`config.mk`:
```
export PLATFORM = sky130hd
export DESIGN_NAME = crvse_top
export DESIGN_NICKNAME = d
export VERILOG_FILES = /design/src/shared/crvse_pkg.sv /design/src/hdl/crvse_top.sv
export SDC_FILE = /design/constraint.sdc
export NUM_CORES = 1
export LEC_CHECK = 0
export BUFFER_PORTS_ARGS = -buffer_cell sky130_fd_sc_hd__buf_2
export CORE_MARGIN = 4
export CORE_UTILIZATION = 50
export DETAILED_ROUTE_END_ITERATION = 10
export PLACE_DENSITY_LB_ADDON = 0.05
export SETUP_SLACK_MARGIN = 0.02
export SLEW_MARGIN = 10
export SYNTH_ARGS = -nofsm -noshare
export SYNTH_HDL_FRONTEND = slang
export SYNTH_SLANG_ARGS = --single-unit
```
`constraint.sdc`:
```
create_clock -name core_clk -period 5.92 [get_ports core_clk]
set_clock_uncertainty 0.15 [all_clocks]
set_input_delay 0.592 -clock core_clk [delete_from_list [all_inputs] [get_ports core_clk]]
set_output_delay 0.592 -clock core_clk [all_outputs]
set_load 0.1 [all_outputs]
```
`src/shared/crvse_pkg.sv`:
```
// Package of constants and types for the character-row video scroll engine
package crvse_pkg;

  // ****************************************************************
  // Scroll port map
  // ****************************************************************
  localparam logic [7:0] SCROLL_PORT_ADDR  = 8'hFE;  // Latch write and pace status read
  localparam int         STAT_BUSY_BIT     = 0;      // Timer running flag position
  localparam int         ROW_FIELD_LSB     = 0;      // Starting row field
  localparam int         SHADE_FIELD_LSB   = 4;      // Screen position field
  localparam logic [3:0] ROW_RESET         = 4'h0;   // Row latch after reset
  localparam logic [3:0] SHADE_RESET       = 4'h0;   // Screen position latch after reset

  // ****************************************************************
  // Character and scan geometry
  // ****************************************************************
  localparam logic [3:0] SCAN_TOP          = 4'hF;   // Blank top line count
  localparam logic [3:0] SCAN_LAST         = 4'hB;   // Last line count of a row
  localparam int         SCAN_LINES        = 13;     // Lines per character row
  localparam logic [3:0] DOT_LAST          = 4'h8;   // Nine dots per character
  localparam int         CURSOR_BIT        = 7;      // Cursor marker in memory word

  // ****************************************************************
  // Timing
  // ****************************************************************
  localparam int         CLK_HZ            = 40000000;             // Core clock rate
  localparam int         CNT_EN_NS         = 600;                  // Counter enable width
  localparam int         CNT_EN_CYC        = CNT_EN_NS * 40 / 1000; // 600 ns in 25 ns cycles
  localparam int         PACE_MS           = 250;                  // Scroll pace one-shot
  localparam int         PACE_CYC          = CLK_HZ / 1000 * PACE_MS;
  localparam int         FLASH_MS          = 500;                  // Flash period
  localparam int         FLASH_HALF_CYC    = CLK_HZ / 1000 * FLASH_MS / 2;

  // ****************************************************************
  // Row sequencing state
  // ****************************************************************
  typedef enum logic [2:0] {
    CRVSE_ST_TOP  = 3'b001,  // Vertical blank, counters preset
    CRVSE_ST_WAIT = 3'b010,  // Window shade counting down
    CRVSE_ST_RUN  = 3'b100   // Row counter advancing
  } crvse_vstate_t;

endpackage

```
`src/hdl/crvse_top.sv`:
```
// Character-row video generator with hardware scroll and pace timer
`timescale 1ns/10ps
module crvse_top #(
  parameter int PACE_CYCLES  = crvse_pkg::PACE_CYC,       // One-shot length in cycles
  parameter int FLASH_CYCLES = crvse_pkg::FLASH_HALF_CYC  // Flash half period in cycles
) (
  input  wire logic       core_clk,             // Dot clock, 40 MHz
  input  wire logic       sys_rst,              // Asynchronous reset, active high
  input  wire logic       horiz_active,         // Horizontal display window, pin
  input  wire logic       vert_active_n,        // Vertical display active, low, pin
  input  wire logic       flash_option_switch,  // Blink option, pin
  input  wire logic       reverse_video_switch, // Reverse display option, pin
  input  wire logic       ext_blank,            // Other blanking source, pin
  input  wire logic       scroll_port_wr_n,     // Scroll port write strobe, low, pin
  input  wire logic       scroll_port_rd_n,     // Scroll port read strobe, low, pin
  input  wire logic [7:0] cpu_data_in,          // CPU data bus in, pin
  output logic      [7:0] cpu_data_out,         // CPU data bus out
  output logic            cpu_data_oe,          // High while driving the data bus
  output logic      [5:0] char_addr,            // Character position in row
  output logic      [3:0] row_addr,             // Row of display memory
  input  wire logic [7:0] mem_word,             // Display memory data, same clock
  output logic      [6:0] glyph_code,           // Code to glyph lookup
  output logic      [3:0] glyph_line,           // Line to glyph lookup
  input  wire logic [6:0] glyph_dots,           // Glyph lookup dots, same clock
  output logic            load_strobe,          // Per-character load pulse
  output logic            serial_dot_out,       // Raw dot stream
  output logic            video_out,            // Final video
  output logic            shade_blank           // Window shade blank active
);

  // ****************************************************************
  // Input synchronisers
  // ****************************************************************
  logic [6:0] sync1_q;  // First stage, read only by second
  logic [6:0] sync2_q;  // Second stage
  // Two flops per pin; reset holds strobes and frame idle high, options low
  always_ff @(posedge core_clk or posedge sys_rst) begin
    if (sys_rst) begin
      sync1_q <= 7'h62;
      sync2_q <= 7'h62;
    end else begin
      sync1_q <= {scroll_port_rd_n, scroll_port_wr_n, ext_blank, reverse_video_switch,
                  flash_option_switch, vert_active_n, horiz_active};
      sync2_q <= sync1_q;
    end
  end
  logic h_act, v_act_n, flash_sw, rev_sw, blank_in, wr_n, rd_n;  // Synchronised pins
  assign {rd_n, wr_n, blank_in, rev_sw, flash_sw, v_act_n, h_act} = sync2_q;

  logic [7:0] data_s1_q;  // Data bus first stage
  logic [7:0] data_s2_q;  // Data bus second stage
  // Data bus settles through two flops while the write strobe is held
  always_ff @(posedge core_clk or posedge sys_rst) begin
    if (sys_rst) begin
      data_s1_q <= 8'h00;
      data_s2_q <= 8'h00;
    end else begin
      data_s1_q <= cpu_data_in;
      data_s2_q <= data_s1_q;
    end
  end

  // ****************************************************************
  // Dot counter and load strobe
  // ****************************************************************
  logic [3:0] dot_q;  // Dot within character
  // Nine-dot character cell; the strobe marks its last dot
  always_ff @(posedge core_clk or posedge sys_rst) begin
    if (sys_rst) begin
      dot_q <= 4'h0;
    end else if (dot_q == crvse_pkg::DOT_LAST) begin
      dot_q <= 4'h0;
    end else begin
      dot_q <= dot_q + 4'h1;
    end
  end
  assign load_strobe = (dot_q == crvse_pkg::DOT_LAST);

  // ****************************************************************
  // Line end detection and character address
  // ****************************************************************
  logic h_dly_q;  // Previous horizontal active
  // Remembers the line window to find where each line ends
  always_ff @(posedge core_clk or posedge sys_rst) begin
    if (sys_rst) begin
      h_dly_q <= 1'b0;
    end else begin
      h_dly_q <= h_act;
    end
  end
  logic line_end;  // Falling edge of horizontal active
  assign line_end = h_dly_q & ~h_act;

  // Character position restarts each line so the row is refetched
  always_ff @(posedge core_clk or posedge sys_rst) begin
    if (sys_rst) begin
      char_addr <= 6'h00;
    end else if (line_end) begin
      char_addr <= 6'h00;
    end else if (load_strobe && h_act) begin
      char_addr <= char_addr + 6'h01;
    end
  end

  // ****************************************************************
  // Scan line counter
  // ****************************************************************
  logic [3:0] scan_q;    // Current scan line
  logic       reload_q;  // Pulse after scan counter reload
  // Thirteen counts per row, parked on the blank top line in vertical blank
  always_ff @(posedge core_clk or posedge sys_rst) begin
    if (sys_rst) begin
      scan_q   <= crvse_pkg::SCAN_TOP;
      reload_q <= 1'b0;
    end else begin
      reload_q <= 1'b0;
      if (v_act_n) begin
        scan_q <= crvse_pkg::SCAN_TOP;  // Vertical blank starts rows fresh
      end else if (line_end) begin
        if (scan_q == crvse_pkg::SCAN_LAST) begin
          scan_q   <= crvse_pkg::SCAN_TOP;
          reload_q <= 1'b1;
        end else begin
          scan_q <= scan_q + 4'h1;
        end
      end
    end
  end
  assign glyph_line = scan_q;

  // ****************************************************************
  // Count enable window after reload
  // ****************************************************************
  logic [4:0] en_cnt_q;  // Remaining enable cycles
  // Opens the counter enable window right after each reload
  always_ff @(posedge core_clk or posedge sys_rst) begin
    if (sys_rst) begin
      en_cnt_q <= 5'h00;
    end else if (reload_q) begin
      en_cnt_q <= 5'(crvse_pkg::CNT_EN_CYC);
    end else if (en_cnt_q != 5'h00) begin
      en_cnt_q <= en_cnt_q - 5'h01;
    end
  end
  // The counters move once per window, on its last cycle, so a long
  // window cannot step them twice
  logic cnt_step;  // One step per window
  assign cnt_step = (en_cnt_q == 5'h01);

  // ****************************************************************
  // Scroll latch and pace timer
  // ****************************************************************
  logic wr_dly_q;   // Previous write strobe
  logic [3:0] row_latch_q;    // Starting row
  logic [3:0] shade_latch_q;  // Screen position preset
  logic wr_fall;    // Write strobe assertion
  assign wr_fall = wr_dly_q & ~wr_n;
  // Both presets are taken from the bus when the write strobe falls
  always_ff @(posedge core_clk or posedge sys_rst) begin
    if (sys_rst) begin
      wr_dly_q      <= 1'b1;
      row_latch_q   <= crvse_pkg::ROW_RESET;
      shade_latch_q <= crvse_pkg::SHADE_RESET;
    end else begin
      wr_dly_q <= wr_n;
      if (wr_fall) begin
        row_latch_q   <= data_s2_q[crvse_pkg::ROW_FIELD_LSB +: 4];
        shade_latch_q <= data_s2_q[crvse_pkg::SHADE_FIELD_LSB +: 4];
      end
    end
  end

  logic [23:0] pace_q;  // One-shot remaining cycles
  // A write restarts the timer even while it is still running
  always_ff @(posedge core_clk or posedge sys_rst) begin
    if (sys_rst) begin
      pace_q <= 24'h000000;
    end else if (wr_fall) begin
      pace_q <= 24'(PACE_CYCLES);
    end else if (pace_q != 24'h000000) begin
      pace_q <= pace_q - 24'h000001;
    end
  end

  // Status read drives bit 0 with the timer state
  // Upper bits read as zero so software can test bit 0 alone
  always_ff @(posedge core_clk or posedge sys_rst) begin
    if (sys_rst) begin
      cpu_data_out <= 8'h00;
    end else begin
      cpu_data_out <= {7'h00, (pace_q != 24'h000000)};
    end
  end
  assign cpu_data_oe = ~rd_n;

  // ****************************************************************
  // Row and window-shade counters
  // ****************************************************************
  crvse_pkg::crvse_vstate_t vst_q;  // Vertical sequencing state
  logic [3:0] shade_q;  // Screen position down-counter
  // Presets held in vertical blank; shade counts rows, then rows advance
  always_ff @(posedge core_clk or posedge sys_rst) begin
    if (sys_rst) begin
      vst_q    <= crvse_pkg::CRVSE_ST_TOP;
      shade_q  <= crvse_pkg::SHADE_RESET;
      row_addr <= crvse_pkg::ROW_RESET;
    end else begin
      case (vst_q)
        crvse_pkg::CRVSE_ST_TOP: begin
          shade_q  <= shade_latch_q;
          row_addr <= row_latch_q;
          if (!v_act_n) begin
            vst_q <= (shade_latch_q == 4'h0) ? crvse_pkg::CRVSE_ST_RUN
                                             : crvse_pkg::CRVSE_ST_WAIT;
          end
        end
        crvse_pkg::CRVSE_ST_WAIT: begin
          if (v_act_n) begin
            vst_q <= crvse_pkg::CRVSE_ST_TOP;
          end else if (cnt_step) begin
            shade_q <= shade_q - 4'h1;
            if (shade_q == 4'h1) begin
              vst_q <= crvse_pkg::CRVSE_ST_RUN;
            end
          end
        end
        crvse_pkg::CRVSE_ST_RUN: begin
          if (v_act_n) begin
            vst_q <= crvse_pkg::CRVSE_ST_TOP;
          end else if (cnt_step) begin
            row_addr <= row_addr + 4'h1;
          end
        end
        default: begin
          vst_q <= crvse_pkg::CRVSE_ST_TOP;
        end
      endcase
    end
  end
  assign shade_blank = (vst_q != crvse_pkg::CRVSE_ST_RUN);

  // ****************************************************************
  // Character latch and glyph request
  // ****************************************************************
  logic cur_lat_q;  // Cursor mark of latched character
  // Display word taken at each character load
  always_ff @(posedge core_clk or posedge sys_rst) begin
    if (sys_rst) begin
      glyph_code <= 7'h20;
      cur_lat_q  <= 1'b0;
    end else if (load_strobe) begin
      glyph_code <= mem_word[6:0];
      cur_lat_q  <= mem_word[crvse_pkg::CURSOR_BIT];
    end
  end

  // Lines the lookup leaves dark: top line and unused tail lines
  // Only the top line is forced here; the lookup itself darkens 9 to 11
  logic dark_line;
  assign dark_line = (scan_q == crvse_pkg::SCAN_TOP);  // lookup blanks 9-11

  // ****************************************************************
  // Dot shifter
  // ****************************************************************
  logic [7:0] shift_q;  // Parallel to serial path
  logic       cur_q;    // Cursor flag for shifted character
  // Loads the glyph with a grounded eighth bit, then shifts in zeros
  always_ff @(posedge core_clk or posedge sys_rst) begin
    if (sys_rst) begin
      shift_q <= 8'h00;
      cur_q   <= 1'b0;
    end else if (load_strobe) begin
      shift_q <= {dark_line ? 7'h00 : glyph_dots, 1'b0};
      cur_q   <= cur_lat_q;
    end else begin
      shift_q <= {shift_q[6:0], 1'b0};
    end
  end
  assign serial_dot_out = shift_q[7];

  // ****************************************************************
  // Flash oscillator
  // ****************************************************************
  logic [23:0] flash_cnt_q;  // Half period count
  logic        flash_q;      // Flash phase
  // Free-running blink source, independent of the option switch
  always_ff @(posedge core_clk or posedge sys_rst) begin
    if (sys_rst) begin
      flash_cnt_q <= 24'h000000;
      flash_q     <= 1'b0;
    end else if (flash_cnt_q == 24'(FLASH_CYCLES - 1)) begin
      flash_cnt_q <= 24'h000000;
      flash_q     <= ~flash_q;
    end else begin
      flash_cnt_q <= flash_cnt_q + 24'h000001;
    end
  end

  // ****************************************************************
  // Cursor, blanking and reverse video
  // ****************************************************************
  logic blank_d1_q, blank_d2_q;  // Blank delayed two characters
  // Blanking shifted by two characters to line up with the dots
  always_ff @(posedge core_clk or posedge sys_rst) begin
    if (sys_rst) begin
      blank_d1_q <= 1'b1;
      blank_d2_q <= 1'b1;
    end else if (load_strobe) begin
      blank_d1_q <= ~h_act | v_act_n | blank_in | shade_blank;
      blank_d2_q <= blank_d1_q;
    end
  end

  logic cursor_gate;  // Cursor inversion enable
  assign cursor_gate = cur_q & ~(flash_sw & flash_q);

  // Final video registered from the dot path
  always_ff @(posedge core_clk or posedge sys_rst) begin
    if (sys_rst) begin
      video_out <= 1'b0;
    end else begin
      video_out <= ((serial_dot_out ^ cursor_gate) & ~blank_d2_q) ^ rev_sw;
    end
  end

endmodule

```
==> results of run 1 <==
[final timing paths]
| check | startpoint | endpoint | slack (ns) |
|---|---|---|---|
| worst max-delay path | dot_q[0] | load_strobe | 2.63 |
| worst min-delay path | scroll_port_rd_n | sync1_q[6] | 0.11 |
| min in group asynchronous | sys_rst | flash_cnt_q[10] | 0.19 |
| worst min register to register | data_s1_q[0] | data_s2_q[0] | 0.20 |
| worst max register to register | pace_q[0] | pace_q[7] | 3.17 |
| max in group asynchronous | sys_rst | shift_q[3] | 4.32 |
[area by class of cell]
cell class	instances	area (µm²)	area share (%)
sequential	140	3522	50.26
multi-input combinational	403	2350	33.53
clock buffer	21	460.4	6.570
timing repair buffer	60	305.3	4.356
tap	143	178.9	2.553
clock inverter	11	118.9	1.696
inverter	18	72.57	1.036
[power by group]
part	switching (mW)	internal (mW)	total, mW
logic	0.387	0.181	0.568
registers	0.105	1.07	1.18
clock network	0.396	0.639	1.03
total	0.889	1.89	2.78
[flip-flops by register name, summed over array words and instances, names as in the netlist, 3 cells and up]
signal	flops
flash_cnt_q	24
pace_q	24
data_s1_q	8
data_s2_q	8
glyph_code	7
shift_q	7
sync1_q	7
sync2_q	7
char_addr	6
en_cnt_q	5
dot_q	4
glyph_line	4
row_addr	4
row_latch_q	4
shade_latch_q	4
shade_q	4
vst_q	3
[metal layers]
metal,track usage [%],up-vias,wire (µm)
met4,8.718,0,242
met1,23.36,2057,5276
met3,4.661,20,463
li1,-,2102,-
met2,26.27,85,5300
met5,0,-,0
[cell families after synthesis]
family	count (synthesis)	share of synthesized area, %
adder cells (fa/ha/maj)	13	2.701
AO/OA/AOI/OAI	75	7.956
flip-flops	140	58.48
XOR/XNOR	40	5.816
AND/OR/NAND/NOR	263	20.98
multiplexers	5	0.8724
other	1	0.06226
buffers and inverters	39	3.136
[stage by stage]
step | std cells | cell area (µm²) | power (mW) | util, % | hold slack (ns)
after floorplan | 582 | 6046 | 1.649 | - | 0.1812
after global placement | 764 | 6420 | 1.747 | 55.28 | 0.1820
after detailed placement | 764 | 6420 | 1.761 | 55.28 | 0.1862
after CTS | 796 | 6999 | 2.807 | 60.27 | 0.09624
after global routing | 796 | 7008 | 2.924 | 60.34 | 0.1037
final | 796 | 7008 | 2.779 | 60.34 | 0.1133
[worst max-delay path, cell delays in order, from the launching register on]
cell	delay (ns)
dfrtp_1	0.41
inv_1	0.08
ha_1	0.16
nand3b_1	0.50
inv_2	0.47
buf_2	0.50
[cell usage in the layout, fill, tap and decap left out, types with 3 or more instances in the layout]
cell type,synthesis,final
clkinv_4,0,3
clkbuf_16,0,17
or2_2,3,3
buf_2,1,58
nand3_1,26,26
nor3_1,15,15
and2_1,3,3
nor4_1,9,8
xor2_1,23,23
dfrtp_1,125,125
o22ai_1,3,3
clkinv_2,0,5
xnor2_1,17,17
nor4b_1,3,3
inv_1,17,16
nand4_1,10,10
o21ai_0,20,20
nor2b_1,4,4
nand2b_1,12,12
or4_1,5,5
conb_1,1,7
o211ai_1,6,6
o21bai_1,3,3
nor2_1,43,43
a22o_1,8,8
a21oi_1,19,19
ha_1,13,13
and3_1,4,4
or3_1,11,11
nand2_1,104,104
nand3b_1,3,3
dfstp_2,15,15
mux2i_1,3,3
==> flow_summary.json, run 1 <==
{
  "cts_tree": "done",
  "final_nets": 685,
  "synth_area_mm2": 0.006023,
  "clock_path_buffers": 2,
  "ys_seq_area_share_pct": 58.48,
  "syn_inst": 576,
  "cp-start-kind": "flop",
  "grt_pass1_vias": 4158,
  "worst-slew-pin-transition_ns": 0.8444,
  "min_delay_path_depth": 1,
  "critical_path_class": "reg -> out",
  "cts_max_level": 4,
  "cts_resized": 0,
  "hold_path.class": "in -> reg",
  "die_w_um": 117.8,
  "reg2reg_depth": 7,
  "vdd_drop_max_v": 0.0002011,
  "cp_max_fo": 18,
  "clk_pin_slew_ns": 0.06,
  "drv_slew": 0,
  "leakage_nw": 3.207,
  "clkLatencyLatePin_ns": 0.42,
  "synth_top_area_share_pct": 51.93,
  "core_area_mm2": 0.01161,
  "fin_crit_sh_pct": 55.51,
  "gp_congestion": 0.8314,
  "setup_violations": 0,
  "postCtsSetupRepairBufs": 0,
  "fmax_ghz": 0.3043,
  "cts_root_buf": "clkbuf_16",
  "area_delta_synth_final_pct": 16.35,
  "hold_viol": 0,
  "p_per_area_mw_per_mm2": 396.6,
  "rsz0062_at_grt": "false",
  "fin_ws_ns": 2.634,
  "vias_per_cell": 5.357,
  "critPathCaptureType": "primary output",
  "status": "completed",
  "yosys-top-cells-count": "dfrtp_1 (125), nand2_1 (104), nor2_1 (43)",
  "fillers": 971,
  "remaining_drc_errors": 0,
  "yosysWarningCount": 0,
  "cap_violations": 0,
  "clkSinkCount": 140,
  "worstPathArrival_ns": 2.54,
  "row_count": 39,
  "slew_headroom_pct": 43.27,
  "antenna_found_initial": 0,
  "yosysTopAreaCell": "dfrtp_1",
  "wl_um": 11280,
  "ys_top_cells_by_area": "dfrtp_1 (52%), dfstp_2 (6.5%), nand2_1 (6.5%)",
  "die_height_um": 117.8,
  "place_ws_ns": 3.031,
  "cts_buffers": 17,
  "yosys.cell_count.top_type": "dfrtp_1",
  "fin_setup_tns_ns": 0,
  "synth-main-ff-cell": "dfrtp_1",
  "cp.required_ns": 5.18,
  "dieArea_mm2": 0.01387,
  "finalCriticalPeriod_ns": 3.286,
  "async_flop_share_pct": 100.0,
  "ant_nets": 0,
  "ys_seq_elements": 140,
  "grt_first_pass_wirelength_um": 19600,
  "synth_edf_count": 0,
  "wl_per_cell_um": 14.17,
  "ios": 66,
  "track_usage_pct": 17.44,
  "drive_gt1_share_pct": 17.92,
  "gr-total-overflow": 0,
  "start_util_pct": 51.86,
  "grt_max_degree": 95,
  "hold_buffers": 0,
  "drt_first_pass_iters": 5,
  "ys_types": 53,
  "port_buffers": 58,
  "avgSynthCellArea_um2": 10.46,
  "hpwl_um": 7447,
  "vias": 4264,
  "drt_iter0_drc": 278,
  "antenna_cells": 0
}
(Power assumes the default switching activity.)
==> run 2: changes to the inputs <==
clock period = 3 ns   (was 5.92 ns; I/O delays follow)
==> flow_summary.json, run 2 (synthesis results as in run 1) <==
{
  "status": "completed",
  "clk_pin_slew_ns": 0.05,
  "finalCriticalPeriod_ns": 2.533,
  "start_util_pct": 51.86,
  "cp_max_fo": 9,
  "area_delta_synth_final_pct": 22.70,
  "antenna_found_initial": 0,
  "cap_violations": 0,
  "slew_headroom_pct": 48.67,
  "die_height_um": 117.8,
  "gp_congestion": 0.8243,
  "hpwl_um": 7575,
  "row_count": 39,
  "clkLatencyLatePin_ns": 0.42,
  "leakage_nw": 3.361,
  "drt_first_pass_iters": 4,
  "cpPeakStageDelay_ns": 0.64,
  "fin_area_mm2": 0.007391,
  "fin_crit_sh_pct": 84.45,
  "min_delay_path_depth": 0,
  "antenna_cells": 0,
  "layout_commonest_cell": "dfrtp_1",
  "final_cell_mix": "dfrtp_1 (125), nand2_1 (104), buf_2 (58), nor2_1 (43), dlygate4sd3_1 (31)",
  "port_buffers": 58,
  "core_area_mm2": 0.01161,
  "hold_viol": 0,
  "r2r-start": "pace_q[10]",
  "gr-total-overflow": 0,
  "power_mw": 5.607,
  "hold_end": "data_s2_q[7]",
  "wl_um": 11650,
  "reg2reg_slack_ns": 0.47,
  "vdd_drop_max_v": 0.0003826,
  "dieArea_mm2": 0.01387,
  "die_w_um": 117.8,
  "grt_first_pass_wirelength_um": 20200,
  "ant_nets": 0,
  "cts_max_level": 4,
  "clkSinkCount": 140,
  "cpMaxStageDelayCell": "or4_1",
  "cp.required_ns": 3.17,
  "setup_violations": 0,
  "remaining_drc_errors": 0,
  "cts_root_buf": "clkbuf_16",
  "timing.rr.end": "pace_q[7]",
  "drt_iter0_drc": 234,
  "vias_per_cell": 5.261,
  "cp-start-kind": "flop",
  "hold_path.class": "reg -> reg",
  "critical_path_class": "reg -> reg",
  "worst-slew-pin-transition_ns": 0.7699,
  "worstPathArrival_ns": 2.70,
  "drv_slew": 0,
  "vias": 4388,
  "track_usage_pct": 17.90,
  "cp_cell_sequence": "or4_4, or2_1, or4_1, and3_1, o21ai_1",
  "top_regs": "flash_cnt_q: 24 flops, pace_q: 24 flops",
  "grt_max_degree": 80,
  "rsz0062_at_grt": "false",
  "grt_pass1_vias": 4287,
  "clock_path_buffers": 2,
  "ios": 66,
  "hold_start": "data_s1_q[7]",
  "postPlaceCellArea_mm2": 0.006477,
  "drive_gt1_share_pct": 17.80,
  "cts_buffers": 17,
  "final_nets": 723,
  "cts_tree": "done",
  "fmax_ghz": 0.3947,
  "critPathCaptureType": "flop",
  "wl_per_cell_um": 13.97,
  "fin_setup_tns_ns": 0,
  "p_per_area_mw_per_mm2": 758.7,
  "postCtsSetupRepairBufs": 0,
  "reg2reg_depth": 5
}
-- run 2: area by class of cell --
type	instances	area (µm²)
Clock buffer	21	460.4
Clock inverter	11	142.6
Fill cell	956	4223
Inverter	18	71.32
Multi-Input combinational cell	403	2335
Sequential cell	140	3522
Tap cell	143	178.9
Timing Repair Buffer	98	680.7
-- run 2: layer usage --
layer	part of all wire, %	track usage (%)
met1	47	24.06
met3	3.6	4.853
met4	2.1	7.766
met2	47	27.42
met5	0	0
-- run 2: stage by stage --
step	std cells	setup WS, ns	util, %	hold slack, ns
floorplan	582	0.5206	-	0.1545
global placement	771	0.5254	55.77	0.1853
detailed placement	771	0.4765	55.77	0.1847
CTS	834	0.4506	63.64	0.1976
global route	834	0.2881	63.64	0.2046
finish	834	0.4666	63.64	0.1964
-- run 2: critical path: cells and delay by family, from the launching register on --
family / cells / cell delay (ns)
AND/OR/NAND/NOR: 4 / 1.76
flip-flops: 1 / 0.41
AO/OA/AOI/OAI: 1 / 0.12
-- run 2: worst max path at each step --
stage	startpoint	end	slack (ns)	cells after the start
after floorplan	pace_q[10]	pace_q[7]	0.52	8
after global placement	pace_q[10]	pace_q[7]	0.53	5
after detailed placement	pace_q[6]	pace_q[13]	0.48	5
after CTS	dot_q[0]	load_strobe	0.45	6
after global routing	pace_q[6]	pace_q[13]	0.29	5
final	pace_q[10]	pace_q[7]	0.47	5
-- run 2: timing repair --
item,4_1_cts,5_1_grt
endpoints found under the hold margin,50,0
hold buffers,31,0
resized for setup,0,0
-- run 2: power by group --
part	switching, mW	internal, mW	total (mW)
combinational	0.778	0.387	1.16
sequential	0.208	2.11	2.32
clock	0.775	1.35	2.12
total	1.76	3.85	5.61
